File: config.mk
export PLATFORM = sky130hd
export DESIGN_NAME = usfw_top
export DESIGN_NICKNAME = d
export VERILOG_FILES = /design/src/design/usfw_pkg.sv /design/src/design/usfw_sample_if.sv /design/src/design/usfw_top.sv /design/src/design/usfw_vote.sv
export SDC_FILE = /design/constraint.sdc
export NUM_CORES = 1
export LEC_CHECK = 0
export BUFFER_PORTS_ARGS = -buffer_cell sky130_fd_sc_hd__buf_4
export CAP_MARGIN = 20
export CORE_MARGIN = 1.5
export CORE_UTILIZATION = 50
export CTS_CLUSTER_DIAMETER = 60
export DETAILED_ROUTE_END_ITERATION = 10
export GPL_TIMING_DRIVEN = 0
export PLACE_DENSITY = 0.7
export SYNTH_ARGS = -nofsm -noshare
export SYNTH_HDL_FRONTEND = slang
export SYNTH_SLANG_ARGS = --single-unit
export TNS_END_PERCENT = 1
File: constraint.sdc
create_clock -name clk_sys -period 3.1 [get_ports clk_sys]
set_clock_uncertainty 0.2 [all_clocks]
set_input_delay 0.465 -clock clk_sys [delete_from_list [all_inputs] [get_ports clk_sys]]
set_output_delay 0.465 -clock clk_sys [all_outputs]
set_load 0.05 [all_outputs]
File: src/design/usfw_pkg.sv
// Package of the start-of-frame wake block: states, sleep codes and sample figures.
// Assumes a single 100 MHz system clock; nothing here is synthesised on its own.
package usfw_pkg;

    // ------------------------------------------------------------------
    // Detector states
    // ------------------------------------------------------------------
    typedef enum logic [3:0] {
        USFW_IDLE    = 4'h1,
        USFW_WAKE    = 4'h2,
        USFW_CONFIRM = 4'h4,
        USFW_FRAME   = 4'h8
    } usfw_state_t;

    // ------------------------------------------------------------------
    // Sleep state codes
    // ------------------------------------------------------------------
    localparam logic [1:0] USFW_SLEEP_ACTIVE  = 2'h0;
    localparam logic [1:0] USFW_SLEEP_IDLE    = 2'h1;
    localparam logic [1:0] USFW_SLEEP_STANDBY = 2'h2;
    localparam logic [1:0] USFW_SLEEP_PWRDOWN = 2'h3;

    // ------------------------------------------------------------------
    // Start-bit vote: samples 8, 9, 10 (normal) or 4, 5, 6 (double speed)
    // ------------------------------------------------------------------
    localparam logic [4:0] USFW_VOTE_FIRST_NORMAL = 5'h08;
    localparam logic [4:0] USFW_VOTE_FIRST_DOUBLE = 5'h04;
    localparam logic [4:0] USFW_VOTE_SPAN         = 5'h02;
    localparam logic [4:0] USFW_SAMPLE_ONE        = 5'h01;
    localparam logic [1:0] USFW_VOTE_REJECT       = 2'h2;

endpackage

File: src/design/usfw_sample_if.sv
// Interface carrying the sample strobe and synchronised line to the vote module.
// Assumes both ends run on clk_sys.
`timescale 1ns/1ns
interface usfw_sample_if;
    logic       restart;
    logic       sample_tick;
    logic       line;
    logic       double_speed;
    logic       done;
    logic       reject;

    modport ctrl (output restart, output sample_tick, output line, output double_speed,
                  input done, input reject);
    modport vote (input restart, input sample_tick, input line, input double_speed,
                  output done, output reject);
endinterface

File: src/design/usfw_top.sv
// Start-of-frame detector and wake control of the serial receiver.
// Assumes the receive pin is asynchronous; sleep state, enables and frame end come
// from same-clock logic.
`timescale 1ns/1ns

// Summary of operation
// - A recognised start bit wakes the device from Power-down and Standby.
// - A falling receive edge powers the 8MHz oscillator and enables the serial clock.
// - Detection works in both asynchronous and synchronous receive modes.
// - Detection acts only while the start-detection enable is set.
// - With start interrupts enabled, a start raises the receive-start interrupt at once.
// - Without start interrupts, oscillator and serial clock run only for the frame.
// - Other clocks stay stopped until receive-complete wakes the processor.
// - In asynchronous mode from Idle the receiver keeps its active-mode maximum rate.
// - In asynchronous mode a start bit is confirmed by a majority of the middle samples, two highs reject it.
module usfw_top (
    input  wire logic       clk_sys,
    input  wire logic       reset_n,
    input  wire logic       serial_receive_input,
    input  wire logic       start_detect_enable,
    input  wire logic       start_interrupt_enable,
    input  wire logic       sync_mode,
    input  wire logic       double_speed,
    input  wire logic [1:0] sleep_state,
    input  wire logic       osc_ready,
    input  wire logic       sample_tick,
    input  wire logic       frame_done,
    output logic            osc_enable,
    output logic            serial_clk_enable,
    output logic            other_clk_enable,
    output logic            start_irq,
    output logic            wake_cpu,
    output logic            start_valid
);
    usfw_sample_if smp ();
    usfw_pkg::usfw_state_t state_reg;

    logic rx_meta_reg;
    logic rx_sync_reg;
    logic rx_prev_reg;
    logic fall;
    logic deep_sleep;
    logic idle_sleep;
    logic active_run;
    logic keep_clocks;
    logic edge_taken;
    logic vote_pass;
    logic sync_start;

    // --------------------------------------------------------------
    // Pin synchroniser and edge detect
    // --------------------------------------------------------------
    // Two flops before use; only the second stage feeds the edge detector.
    always_ff @(posedge clk_sys or negedge reset_n) begin
        if (!reset_n) begin
            rx_meta_reg <= 1'b1;
            rx_sync_reg <= 1'b1;
            rx_prev_reg <= 1'b1;
        end else begin
            rx_meta_reg <= serial_receive_input;
            rx_sync_reg <= rx_meta_reg;
            rx_prev_reg <= rx_sync_reg;
        end
    end

    assign fall       = rx_prev_reg && !rx_sync_reg;
    assign deep_sleep = (sleep_state == usfw_pkg::USFW_SLEEP_STANDBY)
                     || (sleep_state == usfw_pkg::USFW_SLEEP_PWRDOWN);
    assign idle_sleep = (sleep_state == usfw_pkg::USFW_SLEEP_IDLE);

    // --------------------------------------------------------------
    // Vote hookup
    // --------------------------------------------------------------
    // Synchronous mode takes the edge as the start; the vote only runs asynchronously.
    assign smp.restart      = (state_reg == usfw_pkg::USFW_WAKE) && osc_ready && !sync_mode;
    assign smp.sample_tick  = sample_tick && (state_reg == usfw_pkg::USFW_CONFIRM);
    assign smp.line         = rx_sync_reg;
    assign smp.double_speed = double_speed;

    usfw_vote u_vote (
        .clk_sys (clk_sys),
        .reset_n (reset_n),
        .smp     (smp)
    );

    // --------------------------------------------------------------
    // Detector state machine
    // --------------------------------------------------------------
    // Edges with detection disabled are ignored entirely.
    // A taken edge reaches the wake state two to three cycles after the pin falls: the
    // two synchroniser flops lie in between and the previous-value flop adds none. In asynchronous mode a low pulse
    // shorter than the vote window never reaches the frame state, and edges that arrive
    // while a frame is in hand are not looked at until the state is idle again.
    always_ff @(posedge clk_sys or negedge reset_n) begin
        if (!reset_n) begin
            state_reg <= usfw_pkg::USFW_IDLE;
        end else begin
            case (state_reg)
                usfw_pkg::USFW_IDLE: begin
                    if (fall && start_detect_enable) begin
                        state_reg <= usfw_pkg::USFW_WAKE;
                    end
                end
                usfw_pkg::USFW_WAKE: begin
                    // Wait for the oscillator; the far side's baud covers this.
                    if (!start_detect_enable) begin
                        state_reg <= usfw_pkg::USFW_IDLE;
                    end else if (osc_ready) begin
                        state_reg <= sync_mode ? usfw_pkg::USFW_FRAME
                                               : usfw_pkg::USFW_CONFIRM;
                    end
                end
                usfw_pkg::USFW_CONFIRM: begin
                    if (!start_detect_enable) begin
                        state_reg <= usfw_pkg::USFW_IDLE;
                    end else if (smp.done) begin
                        state_reg <= smp.reject ? usfw_pkg::USFW_IDLE
                                                : usfw_pkg::USFW_FRAME;
                    end
                end
                usfw_pkg::USFW_FRAME: begin
                    if (frame_done || !start_detect_enable) begin
                        state_reg <= usfw_pkg::USFW_IDLE;
                    end
                end
                default: begin
                    state_reg <= usfw_pkg::USFW_IDLE;
                end
            endcase
        end
    end

    // --------------------------------------------------------------
    // Request terms shared by the output flops
    // --------------------------------------------------------------
    // Only Standby and Power-down gate the clocks; in active operation and in Idle the
    // block leaves them running, so an Idle wake keeps the active-mode rate.
    assign active_run  = (sleep_state == usfw_pkg::USFW_SLEEP_ACTIVE);
    assign keep_clocks = active_run || idle_sleep;

    // An edge is taken only from the idle state and only with detection enabled.
    assign edge_taken  = (state_reg == usfw_pkg::USFW_IDLE) && fall && start_detect_enable;

    // A start is confirmed by a passing vote, or at once in synchronous mode, where the
    // edge itself marks the start and there is nothing to vote on.
    assign vote_pass   = (state_reg == usfw_pkg::USFW_CONFIRM) && smp.done && !smp.reject
                      && start_detect_enable;
    assign sync_start  = (state_reg == usfw_pkg::USFW_WAKE) && osc_ready && sync_mode
                      && start_detect_enable;

    // --------------------------------------------------------------
    // Clock requests
    // --------------------------------------------------------------
    // The oscillator is requested on the taken edge itself, rising on the same clock as the state
    // change, because its start-up time is the longest delay in the wake path.
    always_ff @(posedge clk_sys or negedge reset_n) begin
        if (!reset_n) begin
            osc_enable <= 1'b0;
        end else begin
            osc_enable <= keep_clocks
                       || (state_reg != usfw_pkg::USFW_IDLE)
                       || edge_taken;
        end
    end

    // The serial clock follows the same request, so the receiver never runs from a
    // stopped oscillator and never keeps it alive after the frame.
    always_ff @(posedge clk_sys or negedge reset_n) begin
        if (!reset_n) begin
            serial_clk_enable <= 1'b0;
        end else begin
            serial_clk_enable <= keep_clocks
                              || (state_reg != usfw_pkg::USFW_IDLE)
                              || edge_taken;
        end
    end

    // --------------------------------------------------------------
    // Interrupt, confirmation and wake
    // --------------------------------------------------------------
    // The start interrupt is a one-cycle pulse on the taken edge; it does not wait for
    // the vote, so a noise spike can still raise it.
    always_ff @(posedge clk_sys or negedge reset_n) begin
        if (!reset_n) begin
            start_irq <= 1'b0;
        end else begin
            start_irq <= edge_taken && start_interrupt_enable;
        end
    end

    // One-cycle start confirmation for the neighbouring frame logic.
    always_ff @(posedge clk_sys or negedge reset_n) begin
        if (!reset_n) begin
            start_valid <= 1'b0;
        end else begin
            start_valid <= vote_pass || sync_start;
        end
    end

    // The core is woken at the start when the start interrupt is on, and in every case by
    // receive completion at the end of the frame; both only from deep sleep.
    always_ff @(posedge clk_sys or negedge reset_n) begin
        if (!reset_n) begin
            wake_cpu <= 1'b0;
        end else begin
            wake_cpu <= deep_sleep
                     && ((edge_taken && start_interrupt_enable)
                         || ((state_reg == usfw_pkg::USFW_FRAME) && frame_done
                             && start_detect_enable));
        end
    end

    // Every other clock stays stopped through a deep-sleep reception; it returns only
    // when the woken core leaves deep sleep.
    always_ff @(posedge clk_sys or negedge reset_n) begin
        if (!reset_n) begin
            other_clk_enable <= 1'b1;
        end else begin
            other_clk_enable <= !deep_sleep;
        end
    end
endmodule

File: src/design/usfw_vote.sv
// Start-bit majority vote over three middle samples of the start bit.
// Assumes the caller pulses restart once the oscillator is ready, which counts as sample 1.
`timescale 1ns/1ns
module usfw_vote (
    input  wire logic clk_sys,
    input  wire logic reset_n,
    usfw_sample_if.vote smp
);
    logic [4:0] count_reg;
    logic [1:0] highs_reg;
    logic [4:0] first;

    assign first = smp.double_speed ? usfw_pkg::USFW_VOTE_FIRST_DOUBLE
                                    : usfw_pkg::USFW_VOTE_FIRST_NORMAL;

    // --------------------------------------------------------------
    // Sample counter and high count
    // --------------------------------------------------------------
    // Sample numbering and high-level tally inside the voting window.
    always_ff @(posedge clk_sys or negedge reset_n) begin
        if (!reset_n) begin
            count_reg <= 5'h00;
            highs_reg <= 2'h0;
            smp.done  <= 1'b0;
            smp.reject <= 1'b0;
        end else if (smp.restart) begin
            count_reg <= usfw_pkg::USFW_SAMPLE_ONE;
            highs_reg <= 2'h0;
            smp.done  <= 1'b0;
            smp.reject <= 1'b0;
        end else if (smp.sample_tick && !smp.done) begin
            count_reg <= count_reg + 5'h01;
            if (count_reg + 5'h01 >= first && count_reg + 5'h01 <= first + usfw_pkg::USFW_VOTE_SPAN
                && smp.line) begin
                highs_reg <= highs_reg + 2'h1;
            end
            if (count_reg + 5'h01 == first + usfw_pkg::USFW_VOTE_SPAN) begin
                smp.done <= 1'b1;
                // Two or more highs mean a noise spike.
                smp.reject <= ((highs_reg + {1'b0, smp.line}) >= usfw_pkg::USFW_VOTE_REJECT);
            end
        end else begin
            smp.done <= 1'b0;
        end
    end
endmodule

* Word-level counts from Yosys, hierarchy flattened
Index checks and enable logic that the tools add are counted.
** Operators by class
- Add/subtract/negate cells :: 4
- Magnitude comparators :: 3
- Equality and inequality tests :: 14
- Multiplexer cells :: 21
- Reductions and logical operators :: 39
** Operators by type and width (number)
- 2-to-1 mux 4 bit :: 9
- logical AND 1 bit :: 19
- case mux 4 bit (4 select lines) :: 1
- 2-to-1 mux 5 bit :: 2
- logical OR 1 bit :: 7
- zero test 1 bit :: 6
- 2-to-1 mux 1 bit :: 6
- 2-to-1 mux 2 bit :: 3
- inequality test 3 bit (second input constant) :: 2
- nonzero test 2 bit :: 3
- adder 5 x 1 -> 5 bit (second input constant) :: 1
- adder 5 x 2 -> 5 bit (second input constant) :: 1
- equality test 5 bit :: 1
- >= comparator 5 bit :: 1
- less-or-equal comparator 5 bit :: 1
- equality test 2 bit (second input constant) :: 2
- equality test 4 x 1 -> 1 bit (second input constant) :: 1
- equality test 4 x 2 -> 1 bit (second input constant) :: 1
- equality test 4 x 3 -> 1 bit (second input constant) :: 1
- equality test 4 bit (second input constant) :: 1
- inequality test 2 bit (second input constant) :: 2
- inequality test 4 x 1 -> 1 bit (second input constant) :: 1
- AND reduction 2 bit :: 2
- AND reduction 4 bit :: 1
- 6 further kinds :: 6
** Storage, ports and cells
- Bits in registers :: 21
- Bits of input ports :: 12

* Depth between registers and ports, before layout
- Depth after elaboration :: 8
- Mapped depth :: 8
- Depth with buffers taken out :: 8

* By module
From an unflattened synthesis, not the netlist that was laid out.
** Second synthesis, totals
- Cell total of the unflattened synthesis :: 109
- Area total of the unflattened synthesis :: 1143.6 µm²
** Modules (own cells, without submodules)
- usfw_vote :: instances 1, cells an instance 60, area an instance 574.3 µm², seq. area each 225.2 µm²
- usfw_top :: instances 1, cells an instance 49, area an instance 569.3 µm², seq. area each 306.5 µm²

* Worst setup path before layout
Ideal clock, no wire load.
- Kind :: reg-to-reg
- From :: register u_vote.count_reg[0]
- To :: register u_vote.highs_reg[1]
- Setup time :: 0.077 ns
- Arrival :: 2.135 ns
- Required time :: 2.823 ns
- Setup slack :: 0.688 ns
- Stages on the path, launching flop included :: 9
- Path buffers :: 0
- Period minus slack after synthesis :: 2.412 ns
- Cells stage by stage :: dfrtp_1 ha_1 xor2_1 ha_1 nor2b_1 o31ai_1 nand2_1 or4_1 a21oi_1
** Between the ends
- Word-level cells in the longest chain between the ends :: 6
- Elaborated cells between the ends (all ways) :: 7
- Classes of those cells :: 1 x add/sub; 2 x order compare; 4 x reduce/logical
** RTL lines
- start: declaration :: RTL line usfw_vote.sv:9 : logic [4:0] count_reg;
- start signal: assignment :: RTL line usfw_vote.sv:27 : count_reg <= usfw_pkg::USFW_SAMPLE_ONE;
- start signal: assignment :: RTL line usfw_vote.sv:32 : count_reg <= count_reg + 5'h01;
- adder 5 x 1 -> 5 bit * :: RTL line usfw_vote.sv:33 : if (count_reg + 5'h01 >= first && count_reg + 5'h01 <= first + usfw_pkg::USFW_VOTE_SPAN
- >= comparator 5 bit / less-or-equal comparator 5 bit (equally long branches) :: RTL line usfw_vote.sv:33
- logical AND 1 bit * :: RTL line usfw_vote.sv:33
- logical AND 1 bit * :: RTL line usfw_vote.sv:34 : && smp.line) begin
- nonzero test 2 bit (no line) *
- AND reduction 2 bit (no line) *
- end signal: assignment :: RTL line usfw_vote.sv:35 : highs_reg <= highs_reg + 2'h1;
- end: declaration :: RTL line usfw_vote.sv:10 : logic [1:0] highs_reg;
Every way passes the cells marked *; elsewhere a longest branch is shown, timed or not.
A chain may end at the register's enable or synchronous reset.

* Worst setup path in the final report
Same ends and word-level chain as after synthesis.

==> flow_summary.json <==
{
  "leakagePower_nw": 0.5831,
  "clk_latency_ns": 0.29,
  "grt_pass1_vias": 833,
  "initial_core_util_pct": 54.58,
  "ys_types": 38,
  "rows": 16,
  "area_growth_pct": 17.35,
  "fin_ws_ns": 0.4424,
  "rsz0062_at_grt": "no",
  "h-tree-depth": 1,
  "synth_edf_count": 0,
  "fin_nets": 149,
  "synth_nets": 127,
  "design_area_um2": 1295,
  "multi_input_comb_area_um2": 525.5,
  "overflow": 0,
  "worstSetupPathType": "flop to flop",
  "cp_slowest_stage_delay_ns": 0.48,
  "worst_pin_slew_ns": 0.3760,
  "cts_resized": 0,
  "finalSetupViolations": 0,
  "grt_pass1_wl_mm": 3.546,
  "syn_area_per_cell_um2": 10.03,
  "clock-root-buffer": "clkbuf_4",
  "cp_common_cell": "ha_1",
  "core-area_um2": 2022,
  "vdd_drop_max_v": 0.0003661,
  "io_pins": 18,
  "synth_warnings": 0,
  "maxCapViolCount": 0,
  "cts_buffers": 3,
  "diodes": 0,
  "antenna_found_initial": 0,
  "wl_per_cell_um": 12.82,
  "synth_area_um2": 1104,
  "nFillCells": 178,
  "total_power_mw": 0.6998,
  "die_w_um": 49.98,
  "ant_nets": 0,
  "worstPathRequired_ns": 3.13,
  "vias": 847,
  "drt-initial-drc-count": 10,
  "drive_gt1_share_pct": 24.43,
  "drtPass1Iterations": 4,
  "finalCriticalPeriod_ns": 2.658,
  "gr-usage-all-layers_pct": 18.89,
  "cts_tree": "yes",
  "end_kind": "flop",
  "ys_async_sr_fraction_pct": 100.0,
  "synth_top_area_share_pct": 36.28,
  "rrSetupSlack_ns": 0.44,
  "path_max_fanout": 6,
  "dp_hpwl_mm": 1.537,
  "clkSlewWorstSetupHoldPaths_ns": 0.11,
  "grt_max_degree": 22,
  "hp-class": "primary input to flop",
  "synthFlopType": "dfrtp_1",
  "ys_seq_area_share_pct": 48.19,
  "clock_sinks": 21,
  "postPlaceCellArea_um2": 1257,
  "tns_ns": 0,
  "postSynthCellCount": 110,
  "status": "finished, final reports clean",
  "place_ws_ns": 0.4880,
  "drc_errors": 0,
  "largest_register_ffs": 5,
  "crit_chain": "ha_1 > xor2_1 > ha_1 > nor2b_1 > o31ai_1 > nand2_1 > or4_1 > a21oi_1",
  "start_kind": "flop",
  "slowest_stage": "or4_1",
  "ys_ff_latch": 21,
  "layout_commonest_cell": "buf_4",
  "die-area_um2": 2498,
  "die_y_um": 49.98,
  "regArea_um2": 531.8,
  "layout_common_cells": "buf_4, dfrtp_1, nand2_1, nor2_1, a21oi_1",
  "drv_slew": 0,
  "cts_buffer_depth": 2,
  "viasPerCell": 5.361,
  "slew_headroom_pct": 74.93,
  "cts_hold_buf": 1,
  "hold_viol": 0,
  "routed_wl_mm": 2.025,
  "cp_data_arrival_time_ns": 2.69,
  "powerDensity_nw_per_um2": 540.4,
  "place.gp.congestion": 0.8465,
  "timing.fmax_mhz": 376.3,
  "synthTopCellsByArea": "dfrtp_1, dfstp_2, ha_1",
  "min_period_over_period_pct": 85.73,
  "yosysTopAreaCell": "dfrtp_1",
  "post-cts-setup-buffers": 0,
  "port_buffers": 16
}
-- through the flow --
| step | hold WS, ns | util, % | instances |
|---|---|---|---|
| 2_1_floorplan | -0.03059 | - | 110 |
| 3_3_place_gp | 0.1507 | 62.19 | 153 |
| 3_5_place_dp | 0.1473 | 62.19 | 153 |
| 4_1_cts | 0.04696 | 64.05 | 158 |
| 5_1_grt | 0.04636 | 64.05 | 158 |
| 6_report | 0.06316 | 64.05 | 158 |
-- power by group --
part / internal, mW / switching, mW / leakage, nW
Combinational: 0.0937 / 0.145 / 0.296
Clock: 0.0480 / 0.0767 / 0.0177
Sequential: 0.309 / 0.0277 / 0.269
Total: 0.450 / 0.249 / 0.583
-- routing by layer --
metal | up-vias | track usage (%) | share of wire, %
met5 | - | 0 | 0
met2 | 14 | 31.14 | 45
met1 | 404 | 25.00 | 51
met4 | 0 | 2.778 | 0.74
li1 | 427 | - | -
met3 | 2 | 5.455 | 3.4
-- logic make-up after synthesis --
| logic type | share of synthesized area (%) |
|---|---|
| AOI/OAI and AO/OA | 11.57 |
| xor gates and xnor gates | 3.175 |
| adders and majority gates | 5.669 |
| buffers and inverters | 4.194 |
| DFF | 48.19 |
| muxes | 1.814 |
| and+or+nand+nor | 25.40 |
-- cell usage after synthesis, types with 2 or more instances --
cell      count
dfrtp_1      16
nand2_1      10
nor2_1        9
a21oi_1       8
inv_1         6
dfstp_2       5
ha_1          5
nand2b_1      3
nand3_1       3
nand3b_1      3
nor3b_1       3
o31ai_1       3
xor2_1        3
buf_4         2
mux2i_1       2
nor2b_1       2
nor3_1        2
o21ai_0       2
o21ai_1       2
o22ai_1       2
or4_1         2
-- worst paths after layout --
kind | startpoint | endpoint | depth (start not counted)
hold reg to reg | rx_meta_reg | rx_sync_reg | 0
max in group asynchronous | reset_n | rx_prev_reg | 2
setup / recovery | u_vote.count_reg[0] | u_vote.highs_reg[1] | 8
hold / removal | serial_receive_input | rx_meta_reg | 1
min in group asynchronous | reset_n | u_vote.highs_reg[0] | 2
setup reg to reg | u_vote.count_reg[0] | u_vote.highs_reg[1] | 8
-- final cells by class --
type / count / share of cell area [%]
buffer: 4 / 1.836
multi-input combinational: 79 / 40.58
sequential: 21 / 41.06
tap: 27 / 2.609
clock buffer: 3 / 1.739
timing repair buffer: 17 / 10.05
inverter: 6 / 1.739
clock inverter: 1 / 0.3865
-- critical path: cells and delay by family (launching register included) --
kind	cells	cell delay, ns
XOR/XNOR	1	0.25
adder cells (fa/ha/maj)	2	0.58
flip-flops	1	0.46
AND/OR/NAND/NOR	3	0.76
AO/OA/AOI/OAI	2	0.35
Power figures use the tool's default switching activity.
